**src/rdc_pkg.sv**
```systemverilog
// rdc_pkg: constants and types for the reset default configuration block
// Functional notes
// - power-on, warm and max reset all restore PLL and clock defaults
// - after reset every PLL is disabled and placed in bypass
// - bypassed PLLs leave the reference clock (typ. 24 MHz) driving the chip
// - PLL control register resets to the bypassed, disabled encoding
// - oscillator strap 0 selects mode 1, strap 1 selects mode 2
// - only a subset of module power slots is enabled after reset
// - boot code 011 enables serial port 0 in slot 19
// - slots 27, 29, 30, 31, 34, 35 and 41 are enabled at the latch for every boot code; later writes can clear all but slot 34
// - DMA slots 0 and 1 enabled only for codes 000, 001, 100, 110
// - async memory interface slot 14 enabled only for codes 000, 001
// - each boot peripheral slot is enabled for its own boot code
// - every slot not named for the code comes out of reset disabled
// - straps are latched at reset, then pins return to normal function
package rdc_pkg;
  localparam int SLOT_N  = 52;
  localparam int ADDR_W  = 12;
  localparam int EN_HI_W = SLOT_N - 32;

  // register byte offsets
  localparam logic [ADDR_W-1:0] OFS_STATUS = 12'h000;
  localparam logic [ADDR_W-1:0] OFS_PLL    = 12'h004;
  localparam logic [ADDR_W-1:0] OFS_EN_LO  = 12'h008;
  localparam logic [ADDR_W-1:0] OFS_EN_HI  = 12'h00c;

  // field positions
  localparam int PLL_EN_BIT  = 0;
  localparam int PLL_BYP_BIT = 1;
  localparam int ST_BSEL_LSB = 0;
  localparam int ST_OSC_BIT  = 3;
  localparam int ST_DONE_BIT = 4;
  localparam int ST_REF_BIT  = 5;

  // reset values
  localparam logic              PLL_EN_RST  = 1'b0;
  localparam logic              PLL_BYP_RST = 1'b1;
  localparam logic [SLOT_N-1:0] EN_RST      = 52'h0;

  // consecutive agreeing strap samples needed before latching
  localparam logic [3:0] SETTLE_CYCLES = 4'h4;

  // module power slot numbers
  localparam int SLOT_DMA_CC    = 0;
  localparam int SLOT_DMA_TC0   = 1;
  localparam int SLOT_USB       = 9;
  localparam int SLOT_ASYNC_MEM = 14;
  localparam int SLOT_CARD0     = 15;
  localparam int SLOT_SERIAL0   = 19;
  localparam int SLOT_HOST_PORT = 21;
  localparam int SLOT_SPERIPH0  = 22;
  localparam int SLOT_TIMER0    = 27;
  localparam int SLOT_TIMER2    = 29;
  localparam int SLOT_SYSTEM    = 30;
  localparam int SLOT_CPU       = 31;
  localparam int SLOT_R34       = 34;
  localparam int SLOT_EMU       = 35;
  localparam int SLOT_ETHERNET  = 40;
  localparam int SLOT_RTC       = 41;
  // slots 16, 32, 33, 36, 37, 48, 49
  localparam logic [SLOT_N-1:0] RESERVED_MASK = 52'h3_0033_0001_0000;

  // boot select codes
  localparam logic [2:0] BOOT_NAND    = 3'h0;
  localparam logic [2:0] BOOT_ASYNC   = 3'h1;
  localparam logic [2:0] BOOT_CARD    = 3'h2;
  localparam logic [2:0] BOOT_SERIAL  = 3'h3;
  localparam logic [2:0] BOOT_USB     = 3'h4;
  localparam logic [2:0] BOOT_SPERIPH = 3'h5;
  localparam logic [2:0] BOOT_ETH     = 3'h6;
  localparam logic [2:0] BOOT_HOST    = 3'h7;

  typedef enum logic [1:0] {PH_SETTLE, PH_RUN} phase_t;

  typedef struct packed {
    logic [2:0] boot_select_strap;
    logic       oscillator_config_strap;
  } straps_t;

  typedef struct packed {
    logic              psel;
    logic              penable;
    logic              pwrite;
    logic [ADDR_W-1:0] paddr;
    logic [31:0]       pwdata;
  } apb_req_t;

  typedef struct packed {
    logic [31:0] prdata;
    logic        pready;
    logic        pslverr;
  } apb_rsp_t;
endpackage

```
**src/strap_sync.sv**
```systemverilog
// strap_sync: three-stage synchroniser for the configuration straps
`timescale 1ns/10ps
module strap_sync (
  input  wire logic             pclk,
  input  wire logic             presetn,
  input  wire rdc_pkg::straps_t pins,
  output wire rdc_pkg::straps_t value,
  output wire logic             agree
);
  typedef struct packed {
    rdc_pkg::straps_t s1;
    rdc_pkg::straps_t s2;
    rdc_pkg::straps_t s3;
  } sync_t;

  sync_t st_q;
  sync_t st_d;

  always_comb begin
    st_d    = st_q;
    st_d.s1 = pins;
    st_d.s2 = st_q.s1;
    st_d.s3 = st_q.s2;
  end

  always_ff @(posedge pclk or negedge presetn) begin
    if (!presetn) begin
      st_q <= '0;
    end else begin
      st_q <= st_d;
    end
  end

  // s1 is only read by s2
  assign value = st_q.s3;
  assign agree = (st_q.s2 == st_q.s3);
endmodule

```
**src/reset_defaults.sv**
```systemverilog
// reset_defaults: strap latch, PLL defaults and module slot enables
//
// The register offsets and the APB slave port were chosen for this implementation.
`timescale 1ns/10ps
module reset_defaults (
  input  wire logic               pclk,
  input  wire logic               presetn,
  input  wire rdc_pkg::apb_req_t  apb_req,
  output wire rdc_pkg::apb_rsp_t  apb_rsp,
  input  wire rdc_pkg::straps_t   strap_pins,
  output wire logic               strap_released,
  output wire logic               pll_enable,
  output wire logic               pll_bypass,
  output wire logic               use_reference_clock,
  output wire logic               osc_mode_2,
  output wire logic [51:0]        module_enable
);
  localparam int N = rdc_pkg::SLOT_N;

  typedef struct packed {
    rdc_pkg::phase_t   phase;
    logic [3:0]        settle;
    rdc_pkg::straps_t  lat;
    logic              released;
    logic              pll_en;
    logic              pll_byp;
    logic              ref_sel;
    logic              osc2;
    logic [N-1:0]      en;
    rdc_pkg::apb_rsp_t rsp;
  } state_t;

  state_t           st_q;
  state_t           st_d;
  rdc_pkg::straps_t sync_val;
  logic             sync_agree;

  strap_sync u_sync (
    .pclk    (pclk),
    .presetn (presetn),
    .pins    (strap_pins),
    .value   (sync_val),
    .agree   (sync_agree)
  );

  // reserved slots forced off, slot 34 forced on
  function automatic logic [N-1:0] legal_slots(input logic [N-1:0] v);
    logic [N-1:0] r;
    r = v & ~rdc_pkg::RESERVED_MASK;
    r[rdc_pkg::SLOT_R34] = 1'b1;
    return r;
  endfunction

  function automatic logic [N-1:0] default_enables(input logic [2:0] code);
    logic [N-1:0] v;
    v = '0;
    v[rdc_pkg::SLOT_TIMER0] = 1'b1;
    v[rdc_pkg::SLOT_TIMER2] = 1'b1;
    v[rdc_pkg::SLOT_SYSTEM] = 1'b1;
    v[rdc_pkg::SLOT_CPU]    = 1'b1;
    v[rdc_pkg::SLOT_R34]    = 1'b1;
    v[rdc_pkg::SLOT_EMU]    = 1'b1;
    v[rdc_pkg::SLOT_RTC]    = 1'b1;
    case (code)
      rdc_pkg::BOOT_NAND, rdc_pkg::BOOT_ASYNC: begin
        v[rdc_pkg::SLOT_DMA_CC]    = 1'b1;
        v[rdc_pkg::SLOT_DMA_TC0]   = 1'b1;
        v[rdc_pkg::SLOT_ASYNC_MEM] = 1'b1;
      end
      rdc_pkg::BOOT_CARD: begin
        v[rdc_pkg::SLOT_CARD0] = 1'b1;
      end
      rdc_pkg::BOOT_SERIAL: begin
        v[rdc_pkg::SLOT_SERIAL0] = 1'b1;
      end
      rdc_pkg::BOOT_USB: begin
        v[rdc_pkg::SLOT_DMA_CC]  = 1'b1;
        v[rdc_pkg::SLOT_DMA_TC0] = 1'b1;
        v[rdc_pkg::SLOT_USB]     = 1'b1;
      end
      rdc_pkg::BOOT_SPERIPH: begin
        v[rdc_pkg::SLOT_SPERIPH0] = 1'b1;
      end
      rdc_pkg::BOOT_ETH: begin
        v[rdc_pkg::SLOT_DMA_CC]   = 1'b1;
        v[rdc_pkg::SLOT_DMA_TC0]  = 1'b1;
        v[rdc_pkg::SLOT_ETHERNET] = 1'b1;
      end
      default: begin
        v[rdc_pkg::SLOT_HOST_PORT] = 1'b1;
      end
    endcase
    return v;
  endfunction

  logic              acc_first;
  logic              acc_commit;
  logic [31:0]       rd_word;
  logic              rd_bad;
  logic [N-1:0]      wr_vec;

  always_comb begin
    st_d       = st_q;
    acc_first  = apb_req.psel && apb_req.penable && !st_q.rsp.pready;
    acc_commit = apb_req.psel && apb_req.penable && st_q.rsp.pready;
    rd_word    = '0;
    rd_bad     = 1'b0;
    wr_vec     = st_q.en;

    // strap sampling after reset release
    case (st_q.phase)
      rdc_pkg::PH_SETTLE: begin
        if (!sync_agree) begin
          st_d.settle = '0;
        end else if (st_q.settle == rdc_pkg::SETTLE_CYCLES - 4'h1) begin
          st_d.lat      = sync_val;
          st_d.released = 1'b1;
          st_d.osc2     = sync_val.oscillator_config_strap;
          st_d.en       = legal_slots(
                            default_enables(
                              sync_val.boot_select_strap));
          st_d.phase    = rdc_pkg::PH_RUN;
        end else begin
          st_d.settle = st_q.settle + 4'h1;
        end
      end
      rdc_pkg::PH_RUN: begin
        st_d.phase = rdc_pkg::PH_RUN;
      end
      default: begin
        st_d.phase = rdc_pkg::PH_SETTLE;
      end
    endcase

    // register read decode
    case (apb_req.paddr)
      rdc_pkg::OFS_STATUS: begin
        rd_word[rdc_pkg::ST_BSEL_LSB +: 3] = st_q.lat.boot_select_strap;
        rd_word[rdc_pkg::ST_OSC_BIT]  = st_q.osc2;
        rd_word[rdc_pkg::ST_DONE_BIT] = st_q.released;
        rd_word[rdc_pkg::ST_REF_BIT]  = st_q.ref_sel;
      end
      rdc_pkg::OFS_PLL: begin
        rd_word[rdc_pkg::PLL_EN_BIT]  = st_q.pll_en;
        rd_word[rdc_pkg::PLL_BYP_BIT] = st_q.pll_byp;
      end
      rdc_pkg::OFS_EN_LO: begin
        rd_word = st_q.en[31:0];
      end
      rdc_pkg::OFS_EN_HI: begin
        rd_word[rdc_pkg::EN_HI_W-1:0] = st_q.en[N-1:32];
      end
      default: begin
        rd_bad = 1'b1;
      end
    endcase

    // answer one cycle into the access phase
    st_d.rsp.pready  = acc_first;
    st_d.rsp.pslverr = acc_first && rd_bad;
    st_d.rsp.prdata  = (acc_first && !apb_req.pwrite) ? rd_word : '0;

    // writes land on the edge where pready is sampled high
    if (acc_commit && apb_req.pwrite && !st_q.rsp.pslverr) begin
      case (apb_req.paddr)
        rdc_pkg::OFS_PLL: begin
          st_d.pll_en  = apb_req.pwdata[rdc_pkg::PLL_EN_BIT];
          st_d.pll_byp = apb_req.pwdata[rdc_pkg::PLL_BYP_BIT];
        end
        rdc_pkg::OFS_EN_LO: begin
          wr_vec[31:0] = apb_req.pwdata;
          if (st_q.released) begin
            st_d.en = legal_slots(wr_vec);
          end
        end
        rdc_pkg::OFS_EN_HI: begin
          wr_vec[N-1:32] = apb_req.pwdata[rdc_pkg::EN_HI_W-1:0];
          if (st_q.released) begin
            st_d.en = legal_slots(wr_vec);
          end
        end
        default: begin
          st_d.pll_en = st_d.pll_en;
        end
      endcase
    end

    // raw reference clock whenever no PLL output is in use
    st_d.ref_sel = st_d.pll_byp || !st_d.pll_en;
  end

  always_ff @(posedge pclk or negedge presetn) begin
    if (!presetn) begin
      st_q          <= '0;
      st_q.phase    <= rdc_pkg::PH_SETTLE;
      st_q.pll_en   <= rdc_pkg::PLL_EN_RST;
      st_q.pll_byp  <= rdc_pkg::PLL_BYP_RST;
      st_q.ref_sel  <= 1'b1;
      st_q.en       <= rdc_pkg::EN_RST;
    end else begin
      st_q <= st_d;
    end
  end

  assign apb_rsp             = st_q.rsp;
  assign strap_released      = st_q.released;
  assign pll_enable          = st_q.pll_en;
  assign pll_bypass          = st_q.pll_byp;
  assign use_reference_clock = st_q.ref_sel;
  assign osc_mode_2          = st_q.osc2;
  assign module_enable       = st_q.en;

  logic [2:0] lat_code;
  logic       code_dma;
  logic       code_async;
  int         exp_ones;
  assign lat_code   = st_q.lat.boot_select_strap;
  assign code_dma   = lat_code inside {3'h0, 3'h1, 3'h4, 3'h6};
  assign code_async = lat_code inside {3'h0, 3'h1};
  assign exp_ones   = 7 + (code_dma ? 2 : 0) + (code_async ? 1 : 0)
                      + ((lat_code >= 3'h2) ? 1 : 0);

  // enable register write completing at this edge
  logic en_wr;
  assign en_wr = apb_req.psel && apb_req.penable && apb_rsp.pready
                 && apb_req.pwrite
                 && (apb_req.paddr == rdc_pkg::OFS_EN_LO
                     || apb_req.paddr == rdc_pkg::OFS_EN_HI);
endmodule

```
**config.mk**
```make
export PLATFORM = sky130hd
export DESIGN_NAME = reset_defaults
export DESIGN_NICKNAME = d
export VERILOG_FILES = /design/src/rdc_pkg.sv /design/src/strap_sync.sv /design/src/reset_defaults.sv
export SDC_FILE = /design/constraint.sdc
export NUM_CORES = 1
export LEC_CHECK = 0
export BUFFER_PORTS_ARGS = -buffer_cell sky130_fd_sc_hd__buf_2
export CAP_MARGIN = 30
export CORE_MARGIN = 5
export CORE_UTILIZATION = 40
export CTS_BUF_LIST = sky130_fd_sc_hd__clkbuf_8
export DETAILED_ROUTE_END_ITERATION = 16
export PLACE_DENSITY_LB_ADDON = 0.1
export SLEW_MARGIN = 15
export SYNTH_ARGS = -nofsm -noshare
export SYNTH_HDL_FRONTEND = slang
export SYNTH_HIERARCHICAL = 1
export SYNTH_SLANG_ARGS = --single-unit
```
**constraint.sdc**
```tcl
create_clock -name pclk -period 2.45 [get_ports pclk]
set_input_delay 0.3675 -clock pclk [delete_from_list [all_inputs] [get_ports pclk]]
set_output_delay 0.3675 -clock pclk [all_outputs]
set_load 0.005 [all_outputs]
```
==> results by group <==
STA
  – Min Clock Period, post-route: 2300 ps
  – Max Fclk: 0.434 GHz
  – Final Skew: 13.1 ps
  – Max-slew headroom: 53.3%
  – Final period utilization: 94.0%
  – Hold Slack: 85.0 ps
  – Worst Max-Slew Pin Slew: 696 ps
  – Final setup violation count: 0
  – Endpoints failing hold: 0
  – Final Max Tran Viols: 0
  – Final TNS setup: 0 ps
  – Final worst slack: 148 ps
  – RSZ-0062 raised after global routing: false

Clock network
  – Root Buffer: clkbuf_8
  – H-tree depth: 3
  – CTS tree: yes
  – Num Clock Sinks: 111
  – Num CTS Buffers: 9
  – Worst-Skew Late Latency: 380 ps
  – Longest Clk Path Bufs: 2
  – Postcts setup bufs: 0
  – CTS clk-pin slew, worst paths: 100 ps

Worst setup path
  – Nature of the critical path startpoint: register
  – Worst EP arrival: 2570 ps
  – Crit Path Max Fanout: 13
  – CP Data Required Time: 2720 ps
  – Kind of end point of the critical path: register
  – Crit path kind: register to register
  – R2R depth: 8

Floorplan
  – # IOs: 144
  – Starting Density: 40.7%
  – Die W: 123 um
  – Core area: 12600 sq um
  – Die Area: 15200 sq um
  – Site Rows: 41
  – Die height: 123 um

Placed design
  – Buffers on Ports: 142
  – Hpwl dp: 9410 um
  – Routability cong.: 0.822
  – Cell Area, Placed: 5640 sq um
  – Placement Setup Slack: -5.70 ps

Detailed routing
  – Final WL: 12800 um
  – Vias/cell: 5.01
  – Mean routed wirelength per cell: 17.6 um
  – Router iterations before antenna repair: 4
  – Remaining DRCs: 0
  – Total number of vias: 3650
  – Initial DRC count: 301
  – Final antenna-violating net count: 0

Logic synthesis
  – Async SR Flop Fraction: 100%
  – Top FF cell, synth: dfrtp_1
  – Commonest cells in the netlist: dfrtp_1, buf_4, nor2_1, nand2_1, a22o_1
  – Sequential fraction of the synthesis area: 54.2%
  – Top cell type's share of synthesized area: 53.1%
  – Net Count, Synth: 522
  – Post-synthesis area per instance: 11.0 sq um
  – Cell taking the most area after synthesis: dfrtp_1
  – Number of synthesized register bits: 111
  – Synthesized cell area: 5130 sq um
  – Synth top area cells: dfrtp_1, buf_4, a22o_1, mux2i_1, nor2_1
  – Yosys warnings: 6
  – Syn Inst Count: 468
  – Distinct cells, synth: 51
  – Count leader, synth: dfrtp_1
  – Post-synth EDFFs: 0

Min path
  – Hold Path Class: primary input to register
  – Hold depth: 1

Global routing
  – Total gr overflow: 0
  – Largest net degree at the start of global routing: 40
  – Vias in the first global route: 3626
  – Initial antenna violation count: 0
  – Total track usage: 17.5%
  – First-pass GRT wire length: 19900 um

Cells and area
  – N_diodes: 0
  – NumNets Final: 606
  – Filler Cells Inserted: 1222
  – Final instance area: 5850 sq um
  – Share of cells above drive strength 1: 37.5%
  – P&R area growth vs syn: 13.9%
  – Final Util: 46.3%

Pwr
  – Net Sw Frac: 23.7%
  – Sw Pwr: 0.727 mW
  – P_int: 2.34 mW
  – Peak VDD IR: 241 uV
  – Leak Pwr: 3.14 nW
  – Sequential share of power: 60.5%
  – Logic pwr share: 5.4%
  – PD cells: 524 nW/um^2
  – Clk network pwr share: 34.0%

Outcome
  – Status: completed

Flow run
  – Total of max-cap violations: 0
==> power groups by stage <==
stage	clock network [mW]	logic [mW]	registers, mW
2_1_floorplan	0	0.0515	1.89
3_3_place_gp	0	0.168	1.89
3_5_place_dp	0	0.170	1.89
4_1_cts	1.09	0.171	1.85
5_1_grt	1.16	0.188	1.86
6_report	1.04	0.167	1.85
==> stage by stage <==
step	power (mW)	instances
after floorplan	1.94	468
after global placement	2.06	712
after detailed placement	2.06	712
after CTS	3.11	729
after global routing	3.21	729
final	3.06	729
==> critical path, stage by stage (launching register included) <==
cell and delay [ps]:
dfrtp_1 420, xor2_1 180, nor4_2 340, nand3b_1 210
buf_4 190, nand2b_1 160, a21oi_1 260, nor2b_4 160
a22o_1 260
==> per-layer routing <==
layer	wire [um]	GRT usage, %	vias up
li1	-	-	1717
met1	5690	24.3	1798
met2	6130	27.4	128
met3	895	3.52	7
met4	124	5.81	0
met5	0	0	-
==> final cells by class <==
cell class / instances / area, sq um / share of cell area [%]
inverters: 8 / 30.0 / 0.513
clock inverters: 5 / 33.8 / 0.578
clock buffers: 11 / 151 / 2.59
multi-input cells: 248 / 1640 / 28.1
well taps: 172 / 215 / 3.68
repair buffers: 174 / 993 / 17.0
flip-flops and latches: 111 / 2780 / 47.5
==> kinds of logic (layout without fill, tap and decap cells) <==
group | Yosys count | after routing | synth area share, %
xor+xnor | 4 | 4 | 0.682
buf+inv | 109 | 198 | 14.5
simple gates | 138 | 138 | 14.0
fa+ha+maj | 1 | 1 | 0.244
compound gates | 82 | 82 | 11.4
mux | 23 | 23 | 5.02
flops | 111 | 111 | 54.2
==> state kept, by name, indices dropped and copies added (netlist names) <==
register,count
u_sync/st_d,8
lat_code,3
use_reference_clock,1
pll_bypass,1
module_enable,52
osc_mode_2,1
strap_released,1
st_q,5
apb_rsp,34
pll_enable,1
u_sync/value,4
==> placed cells by master (no fill, tap or decap), types with 3 or more instances in the layout <==
master	count
clkbuf_8	11
xor2_1	4
inv_1	9
buf_2	141
nor2b_1	3
nor3_1	8
dfrtp_1	109
nand2_1	34
o31ai_1	4
nand3_1	4
buf_4	29
a22o_1	23
and3_1	15
a31oi_1	5
a21oi_1	15
o22a_1	6
o21ai_0	13
mux2i_1	19
and2_1	10
nor2_1	37
buf_12	3
nand4_1	4
==> what timing repair did <==
item                                    4_1_cts  5_1_grt
endpoints found under the setup margin        0        8
endpoints found under the hold margin        37        0
hold buffers                                  1        0
gates resized for setup                       0        3
==> final timing paths <==
check	start	endpoint	slack [ps]
min in group asynchronous	presetn	u_sync/st_d[7]	500
max in group asynchronous	presetn	pll_bypass	1300
min	strap_pins[3]	u_sync/st_d[7]	80
max reg2reg	u_sync/value[0]	module_enable[5]	150
min reg2reg	u_sync/st_d[6]	u_sync/st_d[2]	360
max	u_sync/value[0]	module_enable[5]	150
No activity file was read; power rests on OpenSTA's default activity.
